## src/verilog/lrm_pkg.sv

```systemverilog
// Package for the regulator interrupt mask and load meter register bank.
// Assumes a byte-wide register port from the serial control front end.
package lrm_pkg;
    // ------------------------------------------------------------------
    // Register map
    // ------------------------------------------------------------------
    localparam logic [7:0] ADDR_LINREG_IRQ_MASK = 8'h23;
    localparam logic [7:0] ADDR_LOAD_METER_SELECT = 8'h24;
    localparam logic [7:0] ADDR_LOAD_METER_RESULT_HIGH = 8'h25;
    localparam logic [7:0] ADDR_LOAD_METER_RESULT_LOW = 8'h26;
    localparam logic [7:0] ADDR_LINREG_IRQ_FLAGS = 8'h27;
    localparam logic [7:0] ADDR_LINREG_STATUS = 8'h28;
    // ------------------------------------------------------------------
    // Field positions
    // ------------------------------------------------------------------
    localparam int BIT_LR1_PG_FALL = 7;
    localparam int BIT_LR1_PG_RISE = 6;
    localparam int BIT_LR1_OVERCURRENT = 4;
    localparam int BIT_LR0_PG_FALL = 3;
    localparam int BIT_LR0_PG_RISE = 2;
    localparam int BIT_LR0_OVERCURRENT = 0;
    localparam logic [7:0] MASK_WRITABLE = 8'hdd;
    localparam int BIT_SELECT = 0;
    localparam int RESULT_WIDTH = 9;
    // ------------------------------------------------------------------
    // Reset values
    // ------------------------------------------------------------------
    localparam logic [7:0] RST_MASK = 8'h00;
    localparam logic [7:0] RST_SELECT = 8'h00;
    localparam logic [8:0] RST_RESULT = 9'h000;
    localparam logic [7:0] RST_FLAGS = 8'h00;
    // ------------------------------------------------------------------
    // Carriers
    // ------------------------------------------------------------------
    typedef struct packed {
        logic [7:0] addr;
        logic [7:0] wdata;
        logic wr;
        logic rd;
    } lrm_bus_s;
    typedef struct packed {
        logic valid;
        logic [8:0] current;
    } lrm_meas_s;
    typedef enum logic [1:0] {
        LRM_IDLE,
        LRM_BUSY
    } lrm_state_e;
endpackage : lrm_pkg

```

## src/verilog/lrm_top.sv

```systemverilog
// Interrupt mask for two linear regulators and a load-current meter.
// Assumes an analog front end that answers a start strobe with a result.
// Behaviour
// - Bit 7 masks regulator 1 power-good fall
// - Bit 6 masks regulator 1 power-good rise
// - Bit 4 masks regulator 1 overcurrent
// - Bit 3 masks regulator 0 power-good fall
// - Bit 2 masks regulator 0 power-good rise
// - Bit 0 masks regulator 0 overcurrent
// - Mask 0 raises interrupt, 1 suppresses
// - Status tracks condition regardless of mask
// - Select bit 0 picks buck 0 or 1
// - Each select write starts a measurement
// - Master selection reports summed phase current in dual-phase mode, its own current otherwise
// - Slave selection reports its own current
// - Result MSB sits in high register bit 0
// - Low eight result bits in low register
`timescale 1ns/1ps
module lrm_top (
    input wire logic i_clock,
    input wire logic i_rst_n,
    input wire logic [7:0] i_addr,
    input wire logic [7:0] i_wdata,
    input wire logic i_wr,
    input wire logic i_rd,
    output logic [7:0] o_rdata,
    input wire logic i_linreg1_pg,
    input wire logic i_linreg0_pg,
    input wire logic i_linreg1_overcurrent,
    input wire logic i_linreg0_overcurrent,
    input wire logic i_buck_dual_phase,
    output logic o_meas_start,
    output logic o_meas_buck,
    input wire logic i_meas_done,
    input wire logic [8:0] i_meas_current,
    input wire logic [8:0] i_meas_slave_current,
    output logic o_linreg1_pg_irq,
    output logic o_linreg0_pg_irq,
    output logic o_linreg1_overcurrent_irq,
    output logic o_linreg0_overcurrent_irq,
    output logic o_irq
);
    // ------------------------------------------------------------------
    // Register port
    // ------------------------------------------------------------------
    lrm_pkg::lrm_bus_s bus;
    assign bus = '{addr: i_addr, wdata: i_wdata, wr: i_wr, rd: i_rd};

    logic [7:0] linreg_irq_mask_r;
    logic [7:0] load_meter_select_r;
    logic [8:0] result_r;
    logic [7:0] linreg_irq_flags_r;
    logic [7:0] linreg_irq_flags_nxt;
    logic [7:0] event_set;
    logic [7:0] linreg_status;
    logic [3:0] cond_d_r;
    logic [7:0] rdata_nxt;
    logic wr_mask;
    logic wr_select;
    logic wr_flags;
    lrm_pkg::lrm_state_e state_r;
    lrm_pkg::lrm_meas_s meas;

    assign wr_mask = bus.wr && (bus.addr == lrm_pkg::ADDR_LINREG_IRQ_MASK);
    assign wr_select = bus.wr && (bus.addr == lrm_pkg::ADDR_LOAD_METER_SELECT);
    assign wr_flags = bus.wr && (bus.addr == lrm_pkg::ADDR_LINREG_IRQ_FLAGS);

    // Reserved mask bits read as zero
    always_ff @(posedge i_clock)
    begin
        if (!i_rst_n)
            linreg_irq_mask_r <= lrm_pkg::RST_MASK;
        else if (wr_mask)
            linreg_irq_mask_r <= bus.wdata & lrm_pkg::MASK_WRITABLE;
    end

    // Only bit 0 of the selector is stored; the rest read as zero
    always_ff @(posedge i_clock)
    begin
        if (!i_rst_n)
            load_meter_select_r <= lrm_pkg::RST_SELECT;
        else if (wr_select)
            load_meter_select_r <= {7'h00, bus.wdata[lrm_pkg::BIT_SELECT]};
    end

    // ------------------------------------------------------------------
    // Load meter
    // ------------------------------------------------------------------
    // A write while busy restarts on the new selection; a stale answer
    // from the aborted run is taken as the fresh one, which is harmless.
    always_ff @(posedge i_clock)
    begin
        if (!i_rst_n)
            o_meas_start <= 1'b0;
        else
            o_meas_start <= wr_select;
    end

    always_ff @(posedge i_clock)
    begin
        if (!i_rst_n)
            o_meas_buck <= 1'b0;
        else if (wr_select)
            o_meas_buck <= bus.wdata[lrm_pkg::BIT_SELECT];
    end

    always_ff @(posedge i_clock)
    begin
        if (!i_rst_n)
            state_r <= lrm_pkg::LRM_IDLE;
        else
        begin
            case (state_r)
                lrm_pkg::LRM_IDLE:
                    if (wr_select)
                        state_r <= lrm_pkg::LRM_BUSY;
                lrm_pkg::LRM_BUSY:
                    if (i_meas_done && !wr_select)
                        state_r <= lrm_pkg::LRM_IDLE;
                default:
                    state_r <= lrm_pkg::LRM_IDLE;
            endcase
        end
    end

    // Buck 0 is the master in dual-phase mode, buck 1 its slave
    always_comb
    begin
        meas.valid = (state_r == lrm_pkg::LRM_BUSY) && i_meas_done;
        if (i_buck_dual_phase && !o_meas_buck)
            meas.current = 9'(i_meas_current + i_meas_slave_current);
        else
            meas.current = i_meas_current;
    end

    always_ff @(posedge i_clock)
    begin
        if (!i_rst_n)
            result_r <= lrm_pkg::RST_RESULT;
        else if (meas.valid)
            result_r <= meas.current;
    end

    // ------------------------------------------------------------------
    // Interrupt events
    // ------------------------------------------------------------------
    assign linreg_status = {4'h0, i_linreg1_pg, i_linreg0_pg,
        i_linreg1_overcurrent, i_linreg0_overcurrent};

    always_ff @(posedge i_clock)
    begin
        if (!i_rst_n)
            cond_d_r <= 4'h0;
        else
            cond_d_r <= linreg_status[3:0];
    end

    // Edges are qualified by a mask bit of 0 only
    always_comb
    begin
        event_set = 8'h00;
        event_set[lrm_pkg::BIT_LR1_PG_FALL] = cond_d_r[3] && !i_linreg1_pg
            && !linreg_irq_mask_r[lrm_pkg::BIT_LR1_PG_FALL];
        event_set[lrm_pkg::BIT_LR1_PG_RISE] = !cond_d_r[3] && i_linreg1_pg
            && !linreg_irq_mask_r[lrm_pkg::BIT_LR1_PG_RISE];
        event_set[lrm_pkg::BIT_LR1_OVERCURRENT] = !cond_d_r[1]
            && i_linreg1_overcurrent
            && !linreg_irq_mask_r[lrm_pkg::BIT_LR1_OVERCURRENT];
        event_set[lrm_pkg::BIT_LR0_PG_FALL] = cond_d_r[2] && !i_linreg0_pg
            && !linreg_irq_mask_r[lrm_pkg::BIT_LR0_PG_FALL];
        event_set[lrm_pkg::BIT_LR0_PG_RISE] = !cond_d_r[2] && i_linreg0_pg
            && !linreg_irq_mask_r[lrm_pkg::BIT_LR0_PG_RISE];
        event_set[lrm_pkg::BIT_LR0_OVERCURRENT] = !cond_d_r[0]
            && i_linreg0_overcurrent
            && !linreg_irq_mask_r[lrm_pkg::BIT_LR0_OVERCURRENT];
    end

    // Set wins over a write-one clear in the same cycle
    always_comb
    begin
        linreg_irq_flags_nxt = linreg_irq_flags_r;
        if (wr_flags)
            linreg_irq_flags_nxt = linreg_irq_flags_nxt & ~bus.wdata;
        linreg_irq_flags_nxt = linreg_irq_flags_nxt | event_set;
    end

    always_ff @(posedge i_clock)
    begin
        if (!i_rst_n)
            linreg_irq_flags_r <= lrm_pkg::RST_FLAGS;
        else
            linreg_irq_flags_r <= linreg_irq_flags_nxt;
    end

    // Flags are only set when unmasked; the mask also gates the output
    // so that masking a pending flag drops the request at once.
    always_comb
    begin
        o_linreg1_pg_irq = (linreg_irq_flags_r[lrm_pkg::BIT_LR1_PG_FALL]
            && !linreg_irq_mask_r[lrm_pkg::BIT_LR1_PG_FALL])
            || (linreg_irq_flags_r[lrm_pkg::BIT_LR1_PG_RISE]
            && !linreg_irq_mask_r[lrm_pkg::BIT_LR1_PG_RISE]);
        o_linreg0_pg_irq = (linreg_irq_flags_r[lrm_pkg::BIT_LR0_PG_FALL]
            && !linreg_irq_mask_r[lrm_pkg::BIT_LR0_PG_FALL])
            || (linreg_irq_flags_r[lrm_pkg::BIT_LR0_PG_RISE]
            && !linreg_irq_mask_r[lrm_pkg::BIT_LR0_PG_RISE]);
        o_linreg1_overcurrent_irq =
            linreg_irq_flags_r[lrm_pkg::BIT_LR1_OVERCURRENT]
            && !linreg_irq_mask_r[lrm_pkg::BIT_LR1_OVERCURRENT];
        o_linreg0_overcurrent_irq =
            linreg_irq_flags_r[lrm_pkg::BIT_LR0_OVERCURRENT]
            && !linreg_irq_mask_r[lrm_pkg::BIT_LR0_OVERCURRENT];
        o_irq = o_linreg1_pg_irq || o_linreg0_pg_irq
            || o_linreg1_overcurrent_irq || o_linreg0_overcurrent_irq;
    end

    // ------------------------------------------------------------------
    // Read data
    // ------------------------------------------------------------------
    always_comb
    begin
        rdata_nxt = 8'h00;
        if (bus.addr == lrm_pkg::ADDR_LINREG_IRQ_MASK)
            rdata_nxt = linreg_irq_mask_r;
        else if (bus.addr == lrm_pkg::ADDR_LOAD_METER_SELECT)
            rdata_nxt = load_meter_select_r;
        else if (bus.addr == lrm_pkg::ADDR_LOAD_METER_RESULT_HIGH)
            rdata_nxt = {7'h00, result_r[8]};
        else if (bus.addr == lrm_pkg::ADDR_LOAD_METER_RESULT_LOW)
            rdata_nxt = result_r[7:0];
        else if (bus.addr == lrm_pkg::ADDR_LINREG_IRQ_FLAGS)
            rdata_nxt = linreg_irq_flags_r;
        else if (bus.addr == lrm_pkg::ADDR_LINREG_STATUS)
            rdata_nxt = linreg_status;
    end

    always_ff @(posedge i_clock)
    begin
        if (!i_rst_n)
            o_rdata <= 8'h00;
        else if (bus.rd)
            o_rdata <= rdata_nxt;
        else
            o_rdata <= 8'h00;
    end

    // ------------------------------------------------------------------
    // Checks
    // ------------------------------------------------------------------
    a_start_on_write: assert property (
        @(posedge i_clock) disable iff (!i_rst_n)
        wr_select |=> o_meas_start)
        else $error("select write gave no start");

    a_start_only_write: assert property (
        @(posedge i_clock) disable iff (!i_rst_n)
        o_meas_start |-> $past(wr_select))
        else $error("start without select write");

    a_buck_follows: assert property (
        @(posedge i_clock) disable iff (!i_rst_n)
        wr_select |=> o_meas_buck == $past(bus.wdata[lrm_pkg::BIT_SELECT]))
        else $error("wrong converter selected");

    a_select_stored: assert property (
        @(posedge i_clock) disable iff (!i_rst_n)
        wr_select |=> load_meter_select_r
        == {7'h00, $past(bus.wdata[lrm_pkg::BIT_SELECT])})
        else $error("selector not stored");

    a_result_holds: assert property (
        @(posedge i_clock) disable iff (!i_rst_n)
        !meas.valid |=> $stable(result_r))
        else $error("result changed without completion");

    a_result_sum: assert property (
        @(posedge i_clock) disable iff (!i_rst_n)
        meas.valid && i_buck_dual_phase && !o_meas_buck
        |=> result_r == 9'($past(i_meas_current)
        + $past(i_meas_slave_current)))
        else $error("master result is not the sum");

    a_result_slave: assert property (
        @(posedge i_clock) disable iff (!i_rst_n)
        meas.valid && o_meas_buck |=> result_r == $past(i_meas_current))
        else $error("slave result is not its own current");

    a_high_read: assert property (
        @(posedge i_clock) disable iff (!i_rst_n)
        bus.rd && bus.addr == lrm_pkg::ADDR_LOAD_METER_RESULT_HIGH
        |=> o_rdata == {7'h00, $past(result_r[8])})
        else $error("high result read wrong");

    a_low_read: assert property (
        @(posedge i_clock) disable iff (!i_rst_n)
        bus.rd && bus.addr == lrm_pkg::ADDR_LOAD_METER_RESULT_LOW
        |=> o_rdata == $past(result_r[7:0]))
        else $error("low result read wrong");

    a_lr1_fall_set: assert property (
        @(posedge i_clock) disable iff (!i_rst_n)
        cond_d_r[3] && !i_linreg1_pg && !linreg_irq_mask_r[7]
        |=> linreg_irq_flags_r[7])
        else $error("regulator 1 fall lost");

    a_lr1_fall_masked: assert property (
        @(posedge i_clock) disable iff (!i_rst_n)
        linreg_irq_mask_r[7] && !linreg_irq_flags_r[7]
        |=> !linreg_irq_flags_r[7])
        else $error("masked regulator 1 fall event");

    a_lr1_rise_set: assert property (
        @(posedge i_clock) disable iff (!i_rst_n)
        !cond_d_r[3] && i_linreg1_pg && !linreg_irq_mask_r[6]
        |=> linreg_irq_flags_r[6] && o_irq)
        else $error("regulator 1 rise lost");

    a_lr1_rise_masked: assert property (
        @(posedge i_clock) disable iff (!i_rst_n)
        linreg_irq_mask_r[6] && !linreg_irq_flags_r[6]
        |=> !linreg_irq_flags_r[6])
        else $error("masked regulator 1 rise event");

    a_lr1_oc_set: assert property (
        @(posedge i_clock) disable iff (!i_rst_n)
        !cond_d_r[1] && i_linreg1_overcurrent
        && !linreg_irq_mask_r[4] |=> o_linreg1_overcurrent_irq)
        else $error("regulator 1 overcurrent lost");

    a_lr1_oc_masked: assert property (
        @(posedge i_clock) disable iff (!i_rst_n)
        linreg_irq_mask_r[4] && !linreg_irq_flags_r[4]
        |=> !linreg_irq_flags_r[4])
        else $error("masked regulator 1 overcurrent event");

    a_lr0_fall_set: assert property (
        @(posedge i_clock) disable iff (!i_rst_n)
        cond_d_r[2] && !i_linreg0_pg && !linreg_irq_mask_r[3]
        |=> o_linreg0_pg_irq)
        else $error("regulator 0 fall lost");

    a_lr0_fall_masked: assert property (
        @(posedge i_clock) disable iff (!i_rst_n)
        linreg_irq_mask_r[3] && !linreg_irq_flags_r[3]
        |=> !linreg_irq_flags_r[3])
        else $error("masked regulator 0 fall event");

    a_lr0_rise_set: assert property (
        @(posedge i_clock) disable iff (!i_rst_n)
        !cond_d_r[2] && i_linreg0_pg && !linreg_irq_mask_r[2]
        |=> linreg_irq_flags_r[2])
        else $error("regulator 0 rise lost");

    a_lr0_rise_masked: assert property (
        @(posedge i_clock) disable iff (!i_rst_n)
        linreg_irq_mask_r[2] && !linreg_irq_flags_r[2]
        |=> !linreg_irq_flags_r[2])
        else $error("masked regulator 0 rise event");

    a_lr0_oc_set: assert property (
        @(posedge i_clock) disable iff (!i_rst_n)
        !cond_d_r[0] && i_linreg0_overcurrent
        && !linreg_irq_mask_r[0] |=> linreg_irq_flags_r[0])
        else $error("regulator 0 overcurrent lost");

    a_lr0_oc_masked: assert property (
        @(posedge i_clock) disable iff (!i_rst_n)
        linreg_irq_mask_r[0] && !linreg_irq_flags_r[0]
        |=> !linreg_irq_flags_r[0])
        else $error("masked regulator 0 overcurrent event");

    a_irq_masked: assert property (
        @(posedge i_clock) disable iff (!i_rst_n)
        (&linreg_irq_mask_r[7:6]) && linreg_irq_mask_r[4]
        && (&linreg_irq_mask_r[3:2]) && linreg_irq_mask_r[0]
        |-> !o_irq)
        else $error("interrupt while all masked");

    a_status_track: assert property (
        @(posedge i_clock) disable iff (!i_rst_n)
        bus.rd && bus.addr == lrm_pkg::ADDR_LINREG_STATUS
        |=> o_rdata[3] == $past(i_linreg1_pg))
        else $error("status does not track condition");

    a_status_low_bits: assert property (
        @(posedge i_clock) disable iff (!i_rst_n)
        bus.rd && bus.addr == lrm_pkg::ADDR_LINREG_STATUS
        |=> o_rdata == {4'h0, $past(i_linreg1_pg), $past(i_linreg0_pg),
        $past(i_linreg1_overcurrent), $past(i_linreg0_overcurrent)})
        else $error("status read does not match conditions");
endmodule : lrm_top

```

## config.mk

```make
export PLATFORM = sky130hd
export DESIGN_NAME = lrm_top
export DESIGN_NICKNAME = d
export VERILOG_FILES = /design/src/verilog/lrm_pkg.sv /design/src/verilog/lrm_top.sv
export SDC_FILE = /design/constraint.sdc
export NUM_CORES = 1
export LEC_CHECK = 0
export ABC_AREA = 1
export BUFFER_PORTS_ARGS = -buffer_cell sky130_fd_sc_hd__clkbuf_2
export CORE_ASPECT_RATIO = 0.8
export CORE_MARGIN = 2
export CORE_UTILIZATION = 35
export DETAILED_ROUTE_END_ITERATION = 10
export HOLD_SLACK_MARGIN = 0.03
export SYNTH_ARGS = -nofsm -noshare
export SYNTH_HDL_FRONTEND = slang
export SYNTH_SLANG_ARGS = --single-unit
```

## constraint.sdc

```tcl
create_clock -name i_clock -period 3.3 [get_ports i_clock]
set_input_delay 0.33 -clock i_clock [delete_from_list [all_inputs] [get_ports i_clock]]
set_output_delay 0.33 -clock i_clock [all_outputs]
set_load 0.005 [all_outputs]
```

# Word level (Yosys, flattened, before mapping)
# Cells that the tools add are included.
# totals
output_inout_bits	15
inputBits	44
regBits	39
# classes
bitwise_logic	4
reduce_logical	47
eq_ne	9
addsub	1
muxes	11
# ops
cell	n
$eq A8 B6 Y1 const B	6
$mux W8	6
$logic_and A1 B1 Y1	24
$logic_not A1 Y1	14
$add A9 B9 Y9	1
$mux W9	1
$and A8 B8 Y8	1
$not A8 Y8	1
$or A8 B8 Y8	1
$logic_or A1 B1 Y1	5
$mux W2	2
$mux W4	1
$ne A2 B2 Y1 const B	2
$pmux W2 S2	1
$reduce_and A2 Y1	2
$reduce_or A4 Y1	1
$eq A2 B1 Y1 const B	1
$logic_not A2 Y1	1
$not A1 Y1	1

# Depth between registers and ports, before layout
# Gate-level depths: netlist of run 1.
# depth
word_depth	7
mapped_depth	12

# Least setup slack after synthesis of run 1
# No wires, ideal clock.
# synth_timing
kind	input to register
startpoint	input i_meas_current[0]
endpoint	register result_r[8]
setup_time_ns	0.109
path_stages	12
arrival_ns	1.516
slack_ns	1.674
n_path_buf	0
t_required_ns	3.191
cell_sequence	ha_1 > fa_1 > nand3_1 > nand3_1 > nand2_1 > nand2_1 > nand2_1 > nand2_1 > nand2_1 > nand3_1 > nand2_1 > inv_1
# synth_between
elab_chain_cells	2
# synth_rtl
element	line	source
from (decl)	lrm_top.sv:35	input wire logic [8:0] i_meas_current,
$add A9 B9 Y9	lrm_top.sv:131	meas.current = 9'(i_meas_current + i_meas_slave_current);
$mux W9	lrm_top.sv:130	if (i_buck_dual_phase && !o_meas_buck)
to (signal assigned)	lrm_top.sv:139	result_r <= lrm_pkg::RST_RESULT;
to (signal assigned)	lrm_top.sv:141	result_r <= meas.current;
to (decl)	lrm_top.sv:51	logic [8:0] result_r;
# Every way passes these cells.
# A chain may end at the register's enable or synchronous reset.

# Worst setup path in the final report of run 1
# layout_timing
startpoint	register linreg_irq_mask_r[7]
endpoint	output o_irq
# layout_between
elab_chain_cells	6
# layout_rtl
element	line	source
from (decl)	lrm_top.sv:49	logic [7:0] linreg_irq_mask_r;
from (signal assigned)	lrm_top.sv:72	linreg_irq_mask_r <= lrm_pkg::RST_MASK;
from (signal assigned)	lrm_top.sv:74	linreg_irq_mask_r <= bus.wdata & lrm_pkg::MASK_WRITABLE;
$logic_not A1 Y1	lrm_top.sv:200	&& !linreg_irq_mask_r[lrm_pkg::BIT_LR1_PG_FALL])
$logic_and A1 B1 Y1	lrm_top.sv:200	
$logic_or A1 B1 Y1	lrm_top.sv:201	|| (linreg_irq_flags_r[lrm_pkg::BIT_LR1_PG_RISE]
$logic_or A1 B1 Y1	lrm_top.sv:213	o_irq = o_linreg1_pg_irq || o_linreg0_pg_irq
$logic_or A1 B1 Y1 (2 in series)	lrm_top.sv:214	|| o_linreg1_overcurrent_irq || o_linreg0_overcurrent_irq;
to (decl)	lrm_top.sv:41	output logic o_irq
# Every way passes these cells.

==> results of run 1 <==
==> layout make-up <==
class / instances / area share
Timing Repair Buffer: 58 / 0.1113
Inverter: 55 / 0.07914
Tap cell: 81 / 0.03885
Clock buffer: 8 / 0.04221
Sequential cell: 38 / 0.2916
Multi-Input combinational cell: 220 / 0.4369
==> how the worst max path moves through the flow <==
stage	from	to	slack (ps)	depth (start not counted)
after floorplan	i_meas_current[0]	result_r[8]	1670	12
after global placement	i_meas_current[0]	result_r[8]	1490	13
after detailed placement	i_meas_current[0]	result_r[8]	1440	13
after CTS	linreg_irq_mask_r[7]	o_irq	1700	5
after global routing	i_meas_current[0]	result_r[8]	1590	13
final	linreg_irq_mask_r[7]	o_irq	1710	5
==> per-layer routing <==
layer  track usage  wire, µm  up-vias
li1              -         -     1145
met1        0.2519      2847      942
met2        0.2369      2128       68
met3       0.03749       380        8
met4       0.05970        85        0
met5             0         0        -
==> sequential cells by signal, indices dropped and copies added, names as in the netlist <==
| register | flops |
|---|---|
| result_r | 9 |
| linreg_irq_flags_r | 8 |
| o_rdata | 8 |
| linreg_irq_mask_r | 6 |
| cond_d_r | 4 |
| o_meas_buck | 1 |
| o_meas_start | 1 |
| state_r | 1 |
==> cell usage after synthesis (2+ instances only) <==
| master | count |
|---|---|
| nor2_4 | 2 |
| clkbuf_1 | 4 |
| dfxtp_1 | 38 |
| a22o_1 | 2 |
| a21oi_1 | 29 |
| inv_1 | 53 |
| nand3_1 | 23 |
| nor2_2 | 3 |
| o211ai_1 | 2 |
| inv_2 | 2 |
| a31oi_1 | 5 |
| o21ai_0 | 13 |
| buf_6 | 2 |
| nor3_1 | 5 |
| buf_2 | 3 |
| ha_1 | 8 |
| o21bai_1 | 2 |
| o21ai_1 | 4 |
| nand4_1 | 3 |
| nor2_1 | 14 |
| xor2_1 | 3 |
| nand2_1 | 92 |
==> logic make-up after synthesis <==
family                   after synthesis  synth area share
AO/OA/AOI/OAI                         61            0.1582
flip-flops                            38            0.3523
AND/OR/NAND/NOR                      147            0.3019
adder cells (fa/ha/maj)                9           0.05562
XOR/XNOR                               3           0.01217
buffers and inverters                 64            0.1199
==> per-stage QoR <==
| stage | hold WS, ps | setup WS [ps] | instance area (µm²) |
|---|---|---|---|
| finish | 213.8 | 1714 | 2609 |
| global route | 218.7 | 1593 | 2609 |
| CTS | 205.5 | 1705 | 2609 |
| detailed placement | 425.7 | 1443 | 2499 |
| global placement | 421.0 | 1486 | 2499 |
| floorplan | 412.5 | 1674 | 2160 |
==> power by group <==
part           switching (mW)  internal (mW)
combinational          0.0973         0.0668
clock                   0.161          0.211
sequential            0.00501          0.467
total                   0.263          0.744
==> layout by cell type, fill, tap and decap left out <==
master / count
nand2_1: 92
clkbuf_2: 58
inv_1: 53
dfxtp_1: 38
a21oi_1: 29
nand3_1: 23
nor2_1: 14
o21ai_0: 13
ha_1: 8
clkbuf_8: 8
nor3_1: 5
a31oi_1: 5
o21ai_1: 4
xor2_1: 3
nor2_2: 3
nand4_1: 3
a22o_1: 2
o211ai_1: 2
inv_2: 2
nor2_4: 2
o21bai_1: 2
a221oi_1: 1
nand3_4: 1
nand4_2: 1
nand2_2: 1
a311oi_1: 1
nand3_2: 1
nand3b_1: 1
o31ai_1: 1
o21a_1: 1
fa_1: 1
==> qor.yml, run 1 <==
syn_area_per_cell_um2: 6.707
cpMaxStageDelayCell: "dfxtp_1"
yosysWarnings: 0
ctsHoldBuffers: 0
cts.sink_count: 38
reg2reg_setup_slack_ps: 1940
drc: 0
cts_root_buf: "clkbuf_8"
n_antenna_cell: 0
cp-start-kind: "flop"
outcome: "complete, no violations"
worst_pin_slew_ps: 490.3
synth_seq_cells: 38
core-area_um2: 5943
drtPass1Iterations: 4
rsz0062_at_grt: "no"
grt_pass1_vias: 1885
power.density_nw_per_um2: 386.0
synth.area.top_cells: "dfxtp_1, nand2_1, inv_1, a21oi_1, nand3_1"
cts.reportedPaths.clkPinSlew_ps: 70
crit_arrival_ps: 1260
dp.cells: 452
ys.flop_type: "dfxtp_1"
maxSlewHeadroom: 0.6728
die_area_um2: 6819
setup_tns_ps: 0
total_power_mw: 1.007
viasPerCell: 4.702
cts_setup_buffers: 0
yosysTopAreaCell: "dfxtp_1"
syn_inst: 322
globalplace.congestion: 0.8438
synth-edff-count: 0
cp-end-kind: "output pin"
port_buffers: 58
synth_cell_type_count: 32
utilization: 0.4389
drive_gt1_frac: 0.2032
path_cells: "inv_1, a22o_1, nor3_1, nand2_1, clkbuf_2"
clockBufferDepth: 2
syn_area_um2: 2160
period_minus_slack_ps: 1586
drt-total-wl_mm: 5.441
cp_top_family: "flip-flops"
hold_path.class: "input pin to flop"
fill_cells: 650
layout.nets: 431
fmaxAchievable_mhz: 630.7
drv_slew: 0
placementRows: 25
io-pin-count: 59
die_x_um: 91.82
hold_start: "i_wdata[1]"
worstReg2RegEnd: "result_r[5]"
clock-skew-final_ps: 4.134
regArea_um2: 760.7
setup_viol: 0
crit_type: "flop to output pin"
seq_area_frac_synth: 0.3523
drt-initial-drc-count: 176
peakVddDrop_mv: 0.1765
grt_max_degree: 19
cts_buffers: 5
max_stage_delay_ps: 330
num_vias: 2163
cts_tree: "done"
hold_viol_final: 0
hold_path_end: "linreg_irq_flags_r[1]"
cts.htree.levels: 2
clk_latency_ps: 300
die_y_um: 74.26
layout.cells.non_filler: 460
p_leak_nw: 1.303
path_buf_inv: 2
cts_resized: 0
r2r_start: "o_meas_buck"
crit_fanout: 3
hpwl_mm: 4.366
multiInputGateArea_um2: 1140
fin_crit_sh: 0.4805
required_ps: 2970
cap_violations: 0
start_util: 0.3634
whs_path_depth: 2
wl_per_cell_um: 11.83
syn-num-nets: 375
area_growth_pct: 20.80
reg2reg_depth: 7
grt-ovfl-total: 0
ant_nets: 0
grt_first_pass_wirelength_mm: 8.914
grt_usage: 0.1682
grt_antenna_before_repair: 0
synth-async-reset-ratio: 0
synth_top_area_frac: 0.3523
Power figures use the tool's default switching activity.
==> inputs of run 2 (changes only) <==
--- a/config.mk
+++ b/config.mk
@@ -5,7 +5,7 @@
 export SDC_FILE = /design/constraint.sdc
 export NUM_CORES = 1
 export LEC_CHECK = 0
-export ABC_AREA = 1
+export ABC_AREA = 0
 export BUFFER_PORTS_ARGS = -buffer_cell sky130_fd_sc_hd__clkbuf_2
 export CORE_ASPECT_RATIO = 0.8
 export CORE_MARGIN = 2
==> constraint.sdc (replaced) <==
create_clock -name i_clock -period 1.6 [get_ports i_clock]
set_input_delay 0.16 -clock i_clock [delete_from_list [all_inputs] [get_ports i_clock]]
set_output_delay 0.16 -clock i_clock [all_outputs]
set_load 0.005 [all_outputs]
==> qor.yml, run 2 <==
cpMaxStageDelayCell: "or4_1"
crit_type: "flop to output pin"
grt_first_pass_wirelength_mm: 9.287  # +4.2%
die_area_um2: 6676  # -2.1%
viasPerCell: 5.058  # +7.6%
fmaxAchievable_mhz: 641.9
placed_cell_area_um2: 2628  # +5.2%
syn_inst: 253  # -21%
layout.nets: 386  # -10%
holdWs_ps: 111.6  # -102.2 ps
cp-start-kind: "flop"
cts.sink_count: 38  # unchanged
hold_start: "i_wdata[3]"
cts_tree: "done"
cap_violations: 0  # unchanged
cp-end-kind: "output pin"
crit_fanout: 2  # -1
cp-startpoint: "linreg_irq_flags_r[2]"
outcome: "complete, no violations"
dp.cells: 402  # -11%
synth-edff-count: 0  # unchanged
hpwl_mm: 4.339  # -0.62%
clockBufferDepth: 2  # unchanged
cts.htree.levels: 2  # unchanged
io-pin-count: 59  # unchanged
synth_seq_cells: 38  # unchanged
globalplace.congestion: 0.7580  # -10%
maxSlewHeadroom: 0.6600  # -0.01275
synth_top_area_frac: 0.3602  # +0.007930
grt_max_degree: 21  # +2
cts.reportedPaths.clkPinSlew_ps: 80  # about the same
reg_top3: "result_r: 9 flops, linreg_irq_flags_r: 8 flops, o_rdata: 8 flops"
grt_antenna_before_repair: 0  # unchanged
p_leak_nw: 1.259  # -3.4%
mostFrequentLayoutCells: "clkbuf_2, o21ai_0, dfxtp_1, nand2_1, buf_4"
clk_latency_ps: 290  # about the same
setup_viol: 0  # unchanged
required_ps: 1440  # -1530 ps
drc: 0  # unchanged
ys.flop_type: "dfxtp_1"
grt-ovfl-total: 0  # unchanged
synth-async-reset-ratio: 0  # unchanged
num_vias: 2099  # -3.0%
cts_buffers: 5  # unchanged
fin_area_um2: 2815  # +7.9%
grt_pass1_vias: 1957  # +3.8%
hold_path.class: "input pin to flop"
drive_gt1_frac: 0.3263  # +0.1232
n_antenna_cell: 0  # unchanged
placementRows: 25  # unchanged
start_util: 0.3591  # -0.004219
die_x_um: 90.85  # -1.1%
period_minus_slack_ps: 1558
regMostFlops: "result_r"
yosysTopAreaCell: "dfxtp_1"
path_cells: "inv_2, o22ai_4, or4_1, buf_2"
syn_area_per_cell_um2: 8.348  # +24%
syn_area_um2: 2112  # -2.2%
synth_cell_type_count: 45  # +41%
syn-num-nets: 306  # -18%
synth.area.top_cells: "dfxtp_1, o21ai_0, mux2i_1, a21oi_1, ha_1"
clock-skew-final_ps: 8.527  # +4.394 ps
drtPass1Iterations: 4  # unchanged
synth.most_common_cell: "dfxtp_1"
core-area_um2: 5881  # -1.1%
power.density_nw_per_um2: 776.2  # +100%
cts_root_buf: "clkbuf_8"
drt-total-wl_mm: 5.668  # +4.2%
layout.cells.non_filler: 415  # -9.8%
yosysWarnings: 0  # unchanged
die_y_um: 73.48  # -1.1%
worst_pin_slew_ps: 510.0  # +19.66 ps
largest_reg_flops: 9  # unchanged
area_growth_pct: 33.29
grt_usage: 0.1770  # +0.008807
wl_per_cell_um: 13.66  # +15%
fill_cells: 620  # -4.6%
port_buffers: 58  # unchanged
seq_area_frac_synth: 0.3602  # +0.007930
yosys-top-cells-count: "dfxtp_1, o21ai_0, nand2_1"
r2r_start: "o_meas_buck"
crit_arrival_ps: 1400  # +140 ps
drv_slew: 0  # unchanged
max_stage_delay_ps: 500  # +170 ps
fin_crit_sh: 0.9737
drt-initial-drc-count: 107  # -39%
layout_commonest_cell: "clkbuf_2"
rsz0062_at_grt: "yes"
peakVddDrop_mv: 0.3243  # +84%
ant_nets: 0  # unchanged
hold_viol_final: 0  # unchanged
run 2: cell types whose count changed after synthesis, moves of 9 or more:
cell	before	now
inv_1	53	9
o21ai_0	13	31
nor2b_1	0	10
nand2_1	92	24
a21oi_1	29	20
mux2i_1	0	14
nand3_1	23	3
run 2: metal layers:
layer | global-route usage | up-vias | part of all wire
li1 | - | 1079 | -
met2 | 0.2794 | 40 | 0.44
met3 | 0.04923 | 2 | 0.046
met1 | 0.2409 | 978 | 0.51
met5 | 0 | - | 0
met4 | 0.04714 | 0 | 0.0046
run 2: what timing repair did:
| action | 4_1_cts | 5_1_grt |
|---|---|---|
| resized for setup | 4 | 12 |
| hold endpoints to repair | 2 | 0 |
| endpoints found under the setup margin | 1 | 2 |
| setup buffers | 0 | 3 |
| pin swaps | 0 | 3 |
| hold buffers | 2 | 0 |
| cloned | 0 | 0 |
run 2: per-stage QoR:
step	worst slack [ps]	total power [mW]	utilization	TNS (ps)
after floorplan	-49.68	1.201	-	-49.68
after global placement	-206.6	1.373	0.4468	-473.3
after CTS	0.9827	2.192	0.4704	0
after global routing	-26.51	2.300	0.4787	-26.51
after detailed placement	-237.2	1.374	0.4468	-601.3
final	42.12	2.185	0.4787	0
run 2: area by class of cell:
type,count,area (µm²),area share
sequential,38,775.7,0.2756
clock buffer,5,68.82,0.02444
timing repair buffer,84,490.5,0.1742
tap,81,101.3,0.03600
clock inverter,3,40.04,0.01422
multi-input combinational,195,1305,0.4636
inverter,9,33.78,0.01200
run 2: path summary, 6_finish.rpt:
path,to,slack [ps],cells after the start
max,o_irq,40,4
min,linreg_irq_mask_r[3],110,3
min reg2reg,linreg_irq_flags_r[5],440,2
max reg2reg,result_r[8],190,5
run 2: report_power, final:
| group | switching [mW] | internal (mW) | leakage [nW] |
|---|---|---|---|
| registers | 0.00947 | 0.959 | 0.313 |
| clock network | 0.353 | 0.459 | 0.0579 |
| logic | 0.205 | 0.199 | 0.888 |
| total | 0.567 | 1.62 | 1.26 |
run 2: cells by family after synthesis:
logic type                 share of synthesized area
xor gates and xnor gates                    0.004148
AOI/OAI and AO/OA                             0.2387
and+or+nand+nor                               0.2346
adders and majority gates                    0.05687
DFF                                           0.3602
buffers and inverters                        0.03910
muxes                                        0.06635
run 2: critical path: cells and delay by family (launching register included):
kind / cells / cell delay [ps]
AOI/OAI and AO/OA: 1 / 70
DFF: 1 / 330
buffers and inverters: 2 / 210
and+or+nand+nor: 1 / 500
